$ cat src/shared/uart_pkg.sv
`default_nettype none
package uart_pkg;
  // Register indexes; byte address is four times the index
  localparam logic [3:0] IDX_DATA = 4'h0;
  localparam logic [3:0] IDX_IER = 4'h1;
  localparam logic [3:0] IDX_ISR = 4'h2;
  localparam logic [3:0] IDX_LCR = 4'h3;
  localparam logic [3:0] IDX_MCR = 4'h4;
  localparam logic [3:0] IDX_LSR = 4'h5;
  localparam logic [3:0] IDX_MSR = 4'h6;
  localparam logic [3:0] IDX_SPR = 4'h7;
  localparam logic [3:0] IDX_FRAC = 4'h8;

  localparam logic [7:0] DLL_RST = 8'h01;
  localparam logic [7:0] DLH_RST = 8'h00;

  // line_control fields
  localparam int LCR_DLAB = 7;
  localparam int LCR_BRK = 6;
  localparam int LCR_STICK = 5;
  localparam int LCR_EVEN = 4;
  localparam int LCR_PEN = 3;
  localparam int LCR_STOP = 2;
  // modem_control fields
  localparam int MCR_PRESC = 7;
  localparam int MCR_LOOP = 4;
  localparam int MCR_OUT2 = 3;
  localparam int MCR_RTS = 1;
  localparam int MCR_DTR = 0;
  // fifo_control fields
  localparam int FCR_EN = 0;
  localparam int FCR_RXRST = 1;
  localparam int FCR_TXRST = 2;
  // interrupt_enable_reg fields
  localparam int IER_RX = 0;
  localparam int IER_TX = 1;
  localparam int IER_LS = 2;

  // interrupt_source codes
  localparam logic [3:0] ISR_NONE = 4'h1;
  localparam logic [3:0] ISR_LS = 4'h6;
  localparam logic [3:0] ISR_RXD = 4'h4;
  localparam logic [3:0] ISR_TO = 4'hc;
  localparam logic [3:0] ISR_TX = 4'h2;

  // Timing constants and FIFO sizes; mid-bit, bit end and bit length in sampling ticks
  localparam logic [3:0] START_MID = 4'h7;
  localparam logic [3:0] BIT_END = 4'hf;
  localparam logic [4:0] FIFO_DEPTH = 5'h10;
  localparam logic [9:0] TO_WORDS = 10'h004;
  localparam logic [9:0] TO_BITS = 10'h00c;
  localparam logic [9:0] TICKS_PER_BIT = 10'h010;
  localparam logic [4:0] TRIG_1 = 5'h01;
  localparam logic [4:0] TRIG_4 = 5'h04;
  localparam logic [4:0] TRIG_8 = 5'h08;
  localparam logic [4:0] TRIG_14 = 5'h0e;

  typedef enum logic [2:0] {
    TX_IDLE, TX_START, TX_DATA, TX_PAR, TX_STOP
  } tx_state_t;
  typedef enum logic [2:0] {
    RX_IDLE, RX_START, RX_DATA, RX_PAR, RX_STOP
  } rx_state_t;

  typedef struct packed {
    logic psel;
    logic penable;
    logic pwrite;
    logic [5:0] paddr;
    logic [31:0] pwdata;
  } apb_req_t;

  typedef struct packed {
    logic [4:0] sy1;
    logic [4:0] sy2;
    logic rx_prev;
    logic [7:0] dll;
    logic [7:0] divisor_high;
    logic [3:0] frac;
    logic [7:0] interrupt_enable_reg;
    logic [7:0] line_control;
    logic [7:0] modem_control;
    logic [7:0] fifo_control;
    logic [7:0] spr;
    logic [15:0] dcnt;
    logic [3:0] facc;
    logic [1:0] pre;
    logic [15:0][7:0] txf;
    logic [3:0] txwp;
    logic [3:0] txrp;
    logic [4:0] txc;
    tx_state_t txs;
    logic [7:0] txsh;
    logic [3:0] txt;
    logic [2:0] txb;
    logic txpar;
    logic txo;
    logic [15:0][10:0] rxf;
    logic [3:0] rxwp;
    logic [3:0] rxrp;
    logic [4:0] rxc;
    rx_state_t rxs;
    logic [7:0] rxsh;
    logic [3:0] rxt;
    logic [2:0] rxb;
    logic rxpb;
    logic ovr;
    logic txint;
    logic thre_prev;
    logic to;
    logic [9:0] toc;
    logic [31:0] rdat;
    logic pin_tx;
    logic pin_rts_n;
    logic pin_dtr_n;
    logic irq;
  } st_t;
endpackage
`default_nettype wire

$ cat src/core/uart_channel.sv
// Our own choices: register access over APB and the register addresses.
`default_nettype none
module uart_channel (
  input wire logic mclk,
  input wire logic resetn,
  input wire uart_pkg::apb_req_t apb_req,
  output logic [31:0] prdata,
  output logic pready,
  output logic pslverr,
  input wire logic rx_pin,
  input wire logic cts_n,
  input wire logic dsr_n,
  input wire logic carrier_detect_n,
  input wire logic ring_indicate_n,
  output logic tx_pin,
  output logic rts_n,
  output logic dtr_n,
  output logic irq
);

  uart_pkg::st_t st_ff;
  uart_pkg::st_t nxt_st;

  // ---------------------------------------------------------------
  // Helpers
  // ---------------------------------------------------------------
  function automatic logic par_bit(input logic [7:0] l, input logic x);
    if (l[uart_pkg::LCR_STICK]) begin
      return ~l[uart_pkg::LCR_EVEN];
    end
    return l[uart_pkg::LCR_EVEN] ? x : ~x;
  endfunction

  function automatic logic [4:0] trig_lvl(input logic [1:0] t);
    case (t)
      2'h0: return uart_pkg::TRIG_1;
      2'h1: return uart_pkg::TRIG_4;
      2'h2: return uart_pkg::TRIG_8;
      default: return uart_pkg::TRIG_14;
    endcase
  endfunction

  // ---------------------------------------------------------------
  // Next state
  // ---------------------------------------------------------------
  always_comb begin
    logic [15:0] div;
    logic [4:0] fsum;
    logic btick;
    logic tick;
    logic [2:0] wl;
    logic fen;
    logic loop;
    logic rxl;
    logic acc;
    logic setup;
    logic [3:0] idx;
    logic dlab;
    logic [4:0] cap;
    logic tx_wr;
    logic tx_ld;
    logic rx_push;
    logic rx_pop;
    logic [7:0] rdat_al;
    logic [10:0] head;
    logic thre;
    logic temt;
    logic gerr;
    logic [3:0] code;
    logic [9:0] to_lim;
    logic [7:0] line_status;
    logic rx_end;
    logic tx_end;
    div = 16'h0000;
    fsum = 5'h00;
    btick = 1'b0;
    tick = 1'b0;
    wl = 3'h0;
    fen = 1'b0;
    loop = 1'b0;
    rxl = 1'b1;
    acc = 1'b0;
    setup = 1'b0;
    idx = 4'h0;
    dlab = 1'b0;
    cap = 5'h00;
    tx_wr = 1'b0;
    tx_ld = 1'b0;
    rx_push = 1'b0;
    rx_pop = 1'b0;
    rdat_al = 8'h00;
    head = 11'h000;
    thre = 1'b0;
    temt = 1'b0;
    gerr = 1'b0;
    code = uart_pkg::ISR_NONE;
    to_lim = 10'h000;
    line_status = 8'h00;
    rx_end = 1'b0;
    tx_end = 1'b0;
    nxt_st = st_ff;

    // Only the second flop's copy is ever looked at
    nxt_st.sy1 = {carrier_detect_n, ring_indicate_n, dsr_n, cts_n, rx_pin};
    nxt_st.sy2 = st_ff.sy1;

    wl = {1'b0, st_ff.line_control[1:0]} + 3'h4;
    fen = st_ff.fifo_control[uart_pkg::FCR_EN];
    loop = st_ff.modem_control[uart_pkg::MCR_LOOP];
    dlab = st_ff.line_control[uart_pkg::LCR_DLAB];
    cap = fen ? uart_pkg::FIFO_DEPTH : 5'h01;
    head = st_ff.rxf[st_ff.rxrp];

    // ---------------------------------------------------------------
    // Rate divider
    // ---------------------------------------------------------------
    // Free-running on mclk; register access never waits on a tick
    div = {st_ff.divisor_high, st_ff.dll};
    if (div == 16'h0000) begin
      div = 16'h0001;
    end
    btick = (st_ff.dcnt == 16'h0000);
    if (btick) begin
      // Carry out of the sixteenths adds one cycle to this period
      fsum = {1'b0, st_ff.facc} + {1'b0, st_ff.frac};
      nxt_st.facc = fsum[3:0];
      nxt_st.dcnt = div - 16'h0001 + {15'h0000, fsum[4]};
      nxt_st.pre = st_ff.pre + 2'h1;
    end else begin
      nxt_st.dcnt = st_ff.dcnt - 16'h0001;
    end
    tick = btick & (~st_ff.modem_control[uart_pkg::MCR_PRESC] | (&st_ff.pre));

    // ---------------------------------------------------------------
    // Transmitter
    // ---------------------------------------------------------------
    tx_end = tick & (st_ff.txt == uart_pkg::BIT_END);
    if (tick && st_ff.txs != uart_pkg::TX_IDLE) begin
      nxt_st.txt = st_ff.txt + 4'h1;
    end
    case (st_ff.txs)
      uart_pkg::TX_IDLE: begin
        nxt_st.txo = 1'b1;
        if (tick && st_ff.txc != 5'h00) begin
          tx_ld = 1'b1;
          nxt_st.txsh = st_ff.txf[st_ff.txrp];
          nxt_st.txrp = st_ff.txrp + 4'h1;
          nxt_st.txs = uart_pkg::TX_START;
          nxt_st.txt = 4'h0;
          nxt_st.txo = 1'b0;
        end
      end
      uart_pkg::TX_START: begin
        if (tx_end) begin
          nxt_st.txs = uart_pkg::TX_DATA;
          nxt_st.txb = 3'h0;
          nxt_st.txo = st_ff.txsh[0];
          nxt_st.txpar = st_ff.txsh[0];
        end
      end
      uart_pkg::TX_DATA: begin
        if (tx_end) begin
          if (st_ff.txb == wl) begin
            if (st_ff.line_control[uart_pkg::LCR_PEN]) begin
              nxt_st.txs = uart_pkg::TX_PAR;
              nxt_st.txo = par_bit(st_ff.line_control, st_ff.txpar);
            end else begin
              nxt_st.txs = uart_pkg::TX_STOP;
              nxt_st.txo = 1'b1;
            end
            nxt_st.txb = 3'h0;
          end else begin
            nxt_st.txb = st_ff.txb + 3'h1;
            nxt_st.txsh = {1'b0, st_ff.txsh[7:1]};
            nxt_st.txo = st_ff.txsh[1];
            nxt_st.txpar = st_ff.txpar ^ st_ff.txsh[1];
          end
        end
      end
      uart_pkg::TX_PAR: begin
        if (tx_end) begin
          nxt_st.txs = uart_pkg::TX_STOP;
          nxt_st.txo = 1'b1;
        end
      end
      uart_pkg::TX_STOP: begin
        if (tx_end) begin
          if (st_ff.txb == 3'h0 && st_ff.line_control[uart_pkg::LCR_STOP]) begin
            nxt_st.txb = 3'h1;
          end else begin
            nxt_st.txs = uart_pkg::TX_IDLE;
          end
        end
      end
      default: begin
        nxt_st.txs = uart_pkg::TX_IDLE;
      end
    endcase

    // ---------------------------------------------------------------
    // Receiver
    // ---------------------------------------------------------------
    rxl = loop ? st_ff.txo : st_ff.sy2[0];
    nxt_st.rx_prev = rxl;
    rx_end = tick & (st_ff.rxt == uart_pkg::BIT_END);
    if (tick && st_ff.rxs != uart_pkg::RX_IDLE) begin
      nxt_st.rxt = st_ff.rxt + 4'h1;
    end
    rdat_al = st_ff.rxsh >> (3'h7 - wl);
    case (st_ff.rxs)
      uart_pkg::RX_IDLE: begin
        if (st_ff.rx_prev && !rxl) begin
          nxt_st.rxs = uart_pkg::RX_START;
          nxt_st.rxt = 4'h0;
        end
      end
      uart_pkg::RX_START: begin
        if (tick && st_ff.rxt == uart_pkg::START_MID) begin
          // A glitch that is gone by mid-bit is dropped
          nxt_st.rxs = rxl ? uart_pkg::RX_IDLE : uart_pkg::RX_DATA;
          nxt_st.rxt = 4'h0;
          nxt_st.rxb = 3'h0;
        end
      end
      uart_pkg::RX_DATA: begin
        if (rx_end) begin
          nxt_st.rxsh = {rxl, st_ff.rxsh[7:1]};
          if (st_ff.rxb == wl) begin
            nxt_st.rxs = st_ff.line_control[uart_pkg::LCR_PEN] ?
                         uart_pkg::RX_PAR : uart_pkg::RX_STOP;
          end else begin
            nxt_st.rxb = st_ff.rxb + 3'h1;
          end
        end
      end
      uart_pkg::RX_PAR: begin
        if (rx_end) begin
          nxt_st.rxpb = rxl;
          nxt_st.rxs = uart_pkg::RX_STOP;
        end
      end
      uart_pkg::RX_STOP: begin
        if (rx_end) begin
          nxt_st.rxs = uart_pkg::RX_IDLE;
          if (st_ff.rxc >= cap) begin
            nxt_st.ovr = 1'b1;
          end else begin
            rx_push = 1'b1;
            // Tags: break, framing, parity above the data byte
            nxt_st.rxf[st_ff.rxwp] = {
              ~rxl & (rdat_al == 8'h00) &
                ~(st_ff.line_control[uart_pkg::LCR_PEN] & st_ff.rxpb),
              ~rxl,
              st_ff.line_control[uart_pkg::LCR_PEN] &
                (st_ff.rxpb != par_bit(st_ff.line_control, ^rdat_al)),
              rdat_al};
            nxt_st.rxwp = st_ff.rxwp + 4'h1;
          end
        end
      end
      default: begin
        nxt_st.rxs = uart_pkg::RX_IDLE;
      end
    endcase

    // ---------------------------------------------------------------
    // Status and interrupt source
    // ---------------------------------------------------------------
    thre = (st_ff.txc == 5'h00);
    temt = thre & (st_ff.txs == uart_pkg::TX_IDLE);
    gerr = 1'b0;
    for (int i = 0; i < 16; i++) begin
      if (5'(i) < st_ff.rxc) begin
        gerr = gerr | (|st_ff.rxf[4'(st_ff.rxrp + 4'(i))][10:8]);
      end
    end
    line_status = {fen & gerr, temt, thre,
           (st_ff.rxc != 5'h00) ? head[10:8] : 3'h0,
           st_ff.ovr, st_ff.rxc != 5'h00};

    to_lim = (({7'h00, wl} + 10'h001) * uart_pkg::TO_WORDS +
              uart_pkg::TO_BITS) * uart_pkg::TICKS_PER_BIT;
    if (st_ff.interrupt_enable_reg[uart_pkg::IER_LS] && (st_ff.ovr || (|line_status[4:2]))) begin
      code = uart_pkg::ISR_LS;
    end else if (st_ff.interrupt_enable_reg[uart_pkg::IER_RX] &&
                 (fen ? st_ff.rxc >= trig_lvl(st_ff.fifo_control[7:6])
                      : st_ff.rxc != 5'h00)) begin
      code = uart_pkg::ISR_RXD;
    end else if (st_ff.interrupt_enable_reg[uart_pkg::IER_RX] && st_ff.to) begin
      code = uart_pkg::ISR_TO;
    end else if (st_ff.interrupt_enable_reg[uart_pkg::IER_TX] && st_ff.txint) begin
      code = uart_pkg::ISR_TX;
    end

    // ---------------------------------------------------------------
    // Register access
    // ---------------------------------------------------------------
    setup = apb_req.psel & ~apb_req.penable;
    acc = apb_req.psel & apb_req.penable;
    idx = apb_req.paddr[5:2];
    if (setup) begin
      case (idx)
        uart_pkg::IDX_DATA: nxt_st.rdat = {24'h0,
                              dlab ? st_ff.dll : head[7:0]};
        uart_pkg::IDX_IER: nxt_st.rdat = {24'h0, dlab ? st_ff.divisor_high : st_ff.interrupt_enable_reg};
        uart_pkg::IDX_ISR: nxt_st.rdat = {24'h0, fen, fen, 2'h0, code};
        uart_pkg::IDX_LCR: nxt_st.rdat = {24'h0, st_ff.line_control};
        uart_pkg::IDX_MCR: nxt_st.rdat = {24'h0, st_ff.modem_control};
        uart_pkg::IDX_LSR: nxt_st.rdat = {24'h0, line_status};
        // Modem inputs read as idle while looped back
        uart_pkg::IDX_MSR: nxt_st.rdat = {24'h0,
                             loop ? 4'h0 : ~st_ff.sy2[4:1], 4'h0};
        uart_pkg::IDX_SPR: nxt_st.rdat = {24'h0, st_ff.spr};
        uart_pkg::IDX_FRAC: nxt_st.rdat = {28'h0, st_ff.frac};
        default: nxt_st.rdat = 32'h0;
      endcase
    end

    if (acc && apb_req.pwrite) begin
      case (idx)
        uart_pkg::IDX_DATA: begin
          if (dlab) begin
            nxt_st.dll = apb_req.pwdata[7:0];
          end else if (st_ff.txc < cap) begin
            tx_wr = 1'b1;
            nxt_st.txf[st_ff.txwp] = apb_req.pwdata[7:0];
            nxt_st.txwp = st_ff.txwp + 4'h1;
          end
        end
        uart_pkg::IDX_IER: begin
          if (dlab) begin
            nxt_st.divisor_high = apb_req.pwdata[7:0];
          end else begin
            nxt_st.interrupt_enable_reg = {4'h0, apb_req.pwdata[3:0]};
          end
        end
        uart_pkg::IDX_ISR: nxt_st.fifo_control = {apb_req.pwdata[7:6], 5'h00,
                                        apb_req.pwdata[uart_pkg::FCR_EN]};
        uart_pkg::IDX_LCR: nxt_st.line_control = apb_req.pwdata[7:0];
        uart_pkg::IDX_MCR: nxt_st.modem_control = {apb_req.pwdata[7], 2'h0,
                                        apb_req.pwdata[4:0]};
        uart_pkg::IDX_SPR: nxt_st.spr = apb_req.pwdata[7:0];
        uart_pkg::IDX_FRAC: nxt_st.frac = apb_req.pwdata[3:0];
        default: begin
        end
      endcase
    end
    if (acc && !apb_req.pwrite && !dlab && idx == uart_pkg::IDX_DATA &&
        st_ff.rxc != 5'h00) begin
      rx_pop = 1'b1;
      nxt_st.rxrp = st_ff.rxrp + 4'h1;
    end

    // Event set wins over a clearing read in the same cycle
    nxt_st.ovr = nxt_st.ovr | (st_ff.ovr & ~(acc & ~apb_req.pwrite &
                 idx == uart_pkg::IDX_LSR));
    if (acc && !apb_req.pwrite && idx == uart_pkg::IDX_LSR) begin
      nxt_st.ovr = (st_ff.rxs == uart_pkg::RX_STOP) & rx_end &
                   (st_ff.rxc >= cap);
    end
    nxt_st.thre_prev = thre;
    nxt_st.txint = (thre & ~st_ff.thre_prev) | (st_ff.txint & ~tx_wr &
                   ~(acc & ~apb_req.pwrite & idx == uart_pkg::IDX_ISR &
                     code == uart_pkg::ISR_TX));

    nxt_st.txc = st_ff.txc + {4'h0, tx_wr} - {4'h0, tx_ld};
    nxt_st.rxc = st_ff.rxc + {4'h0, rx_push} - {4'h0, rx_pop};

    // Time-out counts ticks while unread data sits idle
    if (st_ff.rxc == 5'h00 || rx_push || rx_pop) begin
      nxt_st.toc = 10'h000;
      nxt_st.to = 1'b0;
    end else if (tick && !st_ff.to) begin
      nxt_st.toc = st_ff.toc + 10'h001;
      nxt_st.to = (st_ff.toc + 10'h001 >= to_lim);
    end

    // Queue flushes; toggling the enable flushes both
    if (acc && apb_req.pwrite && idx == uart_pkg::IDX_ISR) begin
      if (apb_req.pwdata[uart_pkg::FCR_RXRST] ||
          apb_req.pwdata[uart_pkg::FCR_EN] != fen) begin
        nxt_st.rxwp = 4'h0;
        nxt_st.rxrp = 4'h0;
        nxt_st.rxc = 5'h00;
      end
      if (apb_req.pwdata[uart_pkg::FCR_TXRST] ||
          apb_req.pwdata[uart_pkg::FCR_EN] != fen) begin
        nxt_st.txwp = 4'h0;
        nxt_st.txrp = 4'h0;
        nxt_st.txc = 5'h00;
      end
    end

    // ---------------------------------------------------------------
    // Pins
    // ---------------------------------------------------------------
    nxt_st.pin_tx = nxt_st.modem_control[uart_pkg::MCR_LOOP] |
                    (nxt_st.txo & ~nxt_st.line_control[uart_pkg::LCR_BRK]);
    nxt_st.pin_rts_n = nxt_st.modem_control[uart_pkg::MCR_LOOP] |
                       ~nxt_st.modem_control[uart_pkg::MCR_RTS];
    nxt_st.pin_dtr_n = nxt_st.modem_control[uart_pkg::MCR_LOOP] |
                       ~nxt_st.modem_control[uart_pkg::MCR_DTR];
    nxt_st.irq = st_ff.modem_control[uart_pkg::MCR_OUT2] &
                 (code != uart_pkg::ISR_NONE);
  end

  // ---------------------------------------------------------------
  // State register
  // ---------------------------------------------------------------
  always_ff @(posedge mclk or negedge resetn) begin
    if (!resetn) begin
      st_ff <= '0;
      st_ff.dll <= uart_pkg::DLL_RST;
      st_ff.divisor_high <= uart_pkg::DLH_RST;
      st_ff.sy1 <= 5'h1f;
      st_ff.sy2 <= 5'h1f;
      st_ff.rx_prev <= 1'b1;
      st_ff.txo <= 1'b1;
      st_ff.thre_prev <= 1'b1;
      st_ff.pin_tx <= 1'b1;
      st_ff.pin_rts_n <= 1'b1;
      st_ff.pin_dtr_n <= 1'b1;
    end else begin
      st_ff <= nxt_st;
    end
  end

  assign prdata = st_ff.rdat;
  assign pready = 1'b1;
  assign pslverr = apb_req.psel & apb_req.penable &
                   (apb_req.paddr[5:2] > uart_pkg::IDX_FRAC);
  assign tx_pin = st_ff.pin_tx;
  assign rts_n = st_ff.pin_rts_n;
  assign dtr_n = st_ff.pin_dtr_n;
  assign irq = st_ff.irq;

endmodule
`default_nettype wire

$ cat config.mk
export PLATFORM = sky130hd
export DESIGN_NAME = uart_channel
export DESIGN_NICKNAME = d
export VERILOG_FILES = /design/src/shared/uart_pkg.sv /design/src/core/uart_channel.sv
export SDC_FILE = /design/constraint.sdc
export NUM_CORES = 1
export LEC_CHECK = 0
export ABC_AREA = 1
export BUFFER_PORTS_ARGS = -buffer_cell sky130_fd_sc_hd__buf_2
export CAP_MARGIN = 10
export CORE_MARGIN = 5
export CORE_UTILIZATION = 37
export DETAILED_ROUTE_END_ITERATION = 6
export HOLD_SLACK_MARGIN = 0.02
export PLACE_DENSITY = 0.61
export SKIP_LAST_GASP = 1
export SLEW_MARGIN = 20
export SYNTH_ARGS = -nofsm -noshare
export SYNTH_HDL_FRONTEND = slang
export SYNTH_SLANG_ARGS = --single-unit
$ cat constraint.sdc
create_clock -name mclk -period 10.28 [get_ports mclk]
set_input_delay 1.028 -clock mclk [delete_from_list [all_inputs] [get_ports mclk]]
set_output_delay 1.028 -clock mclk [all_outputs]
set_load 0.005 [all_outputs]
==> impl_metrics.env <==
export IMPL_critical_path_startpoint_type="register"
export IMPL_worst_r2r_cell_count=18
export IMPL_number_of_enable_flip_flop_cells_after_synthesis=0
export IMPL_post_cts_repair_setup_buffers=0
export IMPL_clock_latency_ps=620
export IMPL_worst_slew_pin_transition_ps=1159
export IMPL_timing_setup_critical_path_class="reg2reg"
export IMPL_critPathRequiredTime_ps=10770
export IMPL_final_cell_mix="sky130_fd_sc_hd__nand2_1, sky130_fd_sc_hd__dfrtp_1, sky130_fd_sc_hd__o21ai_0"
export IMPL_ir_worst_vdd_mv=0.1112
export IMPL_grt_start_max_net_pins=156
export IMPL_synth_top_flop_cell="sky130_fd_sc_hd__dfrtp_1"
export IMPL_cts_htree_levels=2
export IMPL_maxClockFrequency_mhz=221.2
export IMPL_clock_sinks=477
export IMPL_worstPathCellList="inv_2 -> buf_4 -> ha_1 -> clkinv_1 -> o21ai_0 -> nand2_1 -> nand2_1 -> nand2_1 -> o21ai_0 -> nand2_1 -> nand2_1 -> nand2_1 -> nor2_1 -> nand2_1 -> nand2_1 -> nand2_1 -> nand2_1 -> nand2_1"
export IMPL_timing_final_max_slew_violations=0
export IMPL_cp_slowest_stage_delay_ps=850
export IMPL_floorplan_rows=97
export IMPL_global_route_usage_sum_pct=19.41
export IMPL_ys_seq_area_share_pct=46.21
export IMPL_initial_utilization_pct=37.15
export IMPL_cts_tree="built"
export IMPL_report_final_setup_viol=0
export IMPL_routed_wire_length_um=73890
export IMPL_worst_hold_path_type="reg2reg"
export IMPL_io_pins=86
export IMPL_place_hpwl_um=48750
export IMPL_power_density_cell_area_nw_per_um2=202.4
export IMPL_synthesis_yosys_warnings=0
export IMPL_syn2layout_area_growth_pct=8.717
export IMPL_die_h_um=274.5
export IMPL_synth_top_cell_area_share_pct=44.48
export IMPL_postPlaceCellArea_um2=26440
export IMPL_fp_dieArea_um2=75330
export IMPL_drt_pass1_iter_count=6
export IMPL_cts_buffers=52
export IMPL_run_status="completed"
export IMPL_final_nets=3319
export IMPL_post_route_util_pct=40.39
export IMPL_grt_overflow_total=0
export IMPL_layout_cells_most_common="sky130_fd_sc_hd__nand2_1"
export IMPL_rsz0062_at_grt="false"
export IMPL_routed_via_density=5.236
export IMPL_vias=21900
export IMPL_path_common_cell="sky130_fd_sc_hd__nand2_1"
export IMPL_post_route_cell_area_um2=28130
export IMPL_grt_pass1_vias=20380
export IMPL_post_synth_main_area_contributors="sky130_fd_sc_hd__dfrtp_1, sky130_fd_sc_hd__nand2_1, sky130_fd_sc_hd__o21ai_0"
export IMPL_power_leakage_nw=12.94
export IMPL_synth_top_area_cell="sky130_fd_sc_hd__dfrtp_1"
export IMPL_slew_limit_headroom_pct=22.12
export IMPL_syn_instance_count=3271
export IMPL_post_route_drc_count=0
export IMPL_path_max_fanout=52
export IMPL_critical_path_arrival_ps=5010
export IMPL_layout_drive_gt1_share_pct=8.146
export IMPL_count_of_antenna_violating_nets_left_after_detailed_routing=0
export IMPL_portBuffers=34
export IMPL_final_period_minus_worst_setup_slack_ps=4521
export IMPL_clk_pin_slew_worst_paths_ps=60
export IMPL_worstSetupEndpointType="register"
export IMPL_finalClockSkew_ps=25.86
export IMPL_post_cts_hold_buffer_count=0
export IMPL_antenna_found_initial=3
export IMPL_min_delay_path_depth=0
export IMPL_cts_root_to_sink_buffers=3
export IMPL_asyncSetResetFlopFracSynth_pct=100.0
export IMPL_die_w_um=274.5
export IMPL_ctsRootBufferMaster="sky130_fd_sc_hd__clkbuf_16"
export IMPL_final_min_period_over_clock_period_pct=43.98
export IMPL_cap_violations=0
export IMPL_synthesized_area_um2=25880
export IMPL_yosys_register_bits=477
export IMPL_p_total_w=0.005694
export IMPL_routabilityCongestion=0.8828
export IMPL_synthesis_area_per_instance_um2=7.912
export IMPL_area_of_the_placeable_core_um2=69660
export IMPL_timing_setup_tns_ps=0
export IMPL_post_synth_num_cell_types=63
export IMPL_critical_path_slowest_cell="sky130_fd_sc_hd__clkinv_1"
export IMPL_grt_first_pass_wirelength_um=116300
export IMPL_hold_viol_final=0
export IMPL_initialDrtViolationCount=2108
export IMPL_postCtsResizedCells=0
export IMPL_detail_route_wl_per_cell_um=17.67
==> sequential cells by signal (all words and copies together) (netlist names) <==
name,flops
prdata,8
st_ff,460
tx_pin,1
rts_n,1
irq,1
dtr_n,1
nxt_st,5
==> path summary, 6_finish.rpt <==
check                                  from  slack (ps)         end
worst max-delay path              st_ff[74]        5760   prdata[7]
worst max register to register    st_ff[74]        5760   prdata[7]
worst min register to register  nxt_st[505]         350  st_ff[505]
max in group asynchronous            resetn        7850  st_ff[283]
min in group asynchronous            resetn         390   st_ff[83]
worst min-delay path            nxt_st[505]         350  st_ff[505]
==> metrics by stage <==
stage	hold slack (ps)	instances	setup slack [ps]
global route	360.5	4181	5326
global placement	347.7	4089	5870
finish	351.6	4183	5759
CTS	358.6	4181	5862
detailed placement	346.8	4089	5894
floorplan	345.2	3294	6900
==> critical path, delay by kind of cell, from the launching register on <==
kind | cells | cell delay [ps]
fa+ha+maj | 1 | 790
simple gates | 12 | 820
flops | 1 | 620
compound gates | 2 | 680
buf+inv | 3 | 1400
==> Yosys cell counts, types with 21 or more instances <==
cell type / instances
sky130_fd_sc_hd__a21oi_1: 64
sky130_fd_sc_hd__buf_4: 35
sky130_fd_sc_hd__buf_6: 21
sky130_fd_sc_hd__clkbuf_1: 120
sky130_fd_sc_hd__dfrtp_1: 460
sky130_fd_sc_hd__ha_1: 65
sky130_fd_sc_hd__inv_1: 208
sky130_fd_sc_hd__nand2_1: 872
sky130_fd_sc_hd__nand3_1: 243
sky130_fd_sc_hd__nor2_1: 269
sky130_fd_sc_hd__nor3_1: 26
sky130_fd_sc_hd__o21ai_0: 453
sky130_fd_sc_hd__o21ai_1: 67
sky130_fd_sc_hd__o21ai_2: 61
sky130_fd_sc_hd__o22ai_1: 67
sky130_fd_sc_hd__xor2_1: 30
==> power by group <==
group / total [W] / switching, W / leakage, nW / internal, W
registers: 0.00217 / 0.000150 / 6.44 / 0.00202
clock network: 0.00186 / 0.000802 / 0.824 / 0.00106
logic: 0.00166 / 0.00114 / 5.68 / 0.000524
total: 0.00569 / 0.00209 / 12.9 / 0.00360
==> layout make-up <==
type	count	area, µm²
diodes	2	5.005
clock buffers	70	1469
clock inverters	22	215.2
fillers	7214	41530
inverters	219	827.0
multi-input cells	2395	12100
flip-flops and latches	477	11960
well taps	940	1176
repair buffers	58	376.6
==> cells by family after synthesis <==
family                     share of synthesized area, %
and+or+nand+nor                                   24.20
DFF                                               46.21
muxes                                           0.03868
other                                           0.02902
AOI/OAI and AO/OA                                 17.12
adders and majority gates                         3.375
xor gates and xnor gates                          1.625
buffers and inverters                             7.407
==> layer usage <==
layer | wire, µm | part of all wire (%) | up-vias | track usage, %
met4 | 2082 | 2.8 | 0 | 5.496
li1 | - | - | 10720 | -
met2 | 31410 | 43 | 651 | 28.75
met1 | 34660 | 47 | 10420 | 28.54
met3 | 5740 | 7.8 | 113 | 4.288
met5 | 0 | 0 | - | 0
(Power assumes the default switching activity.)
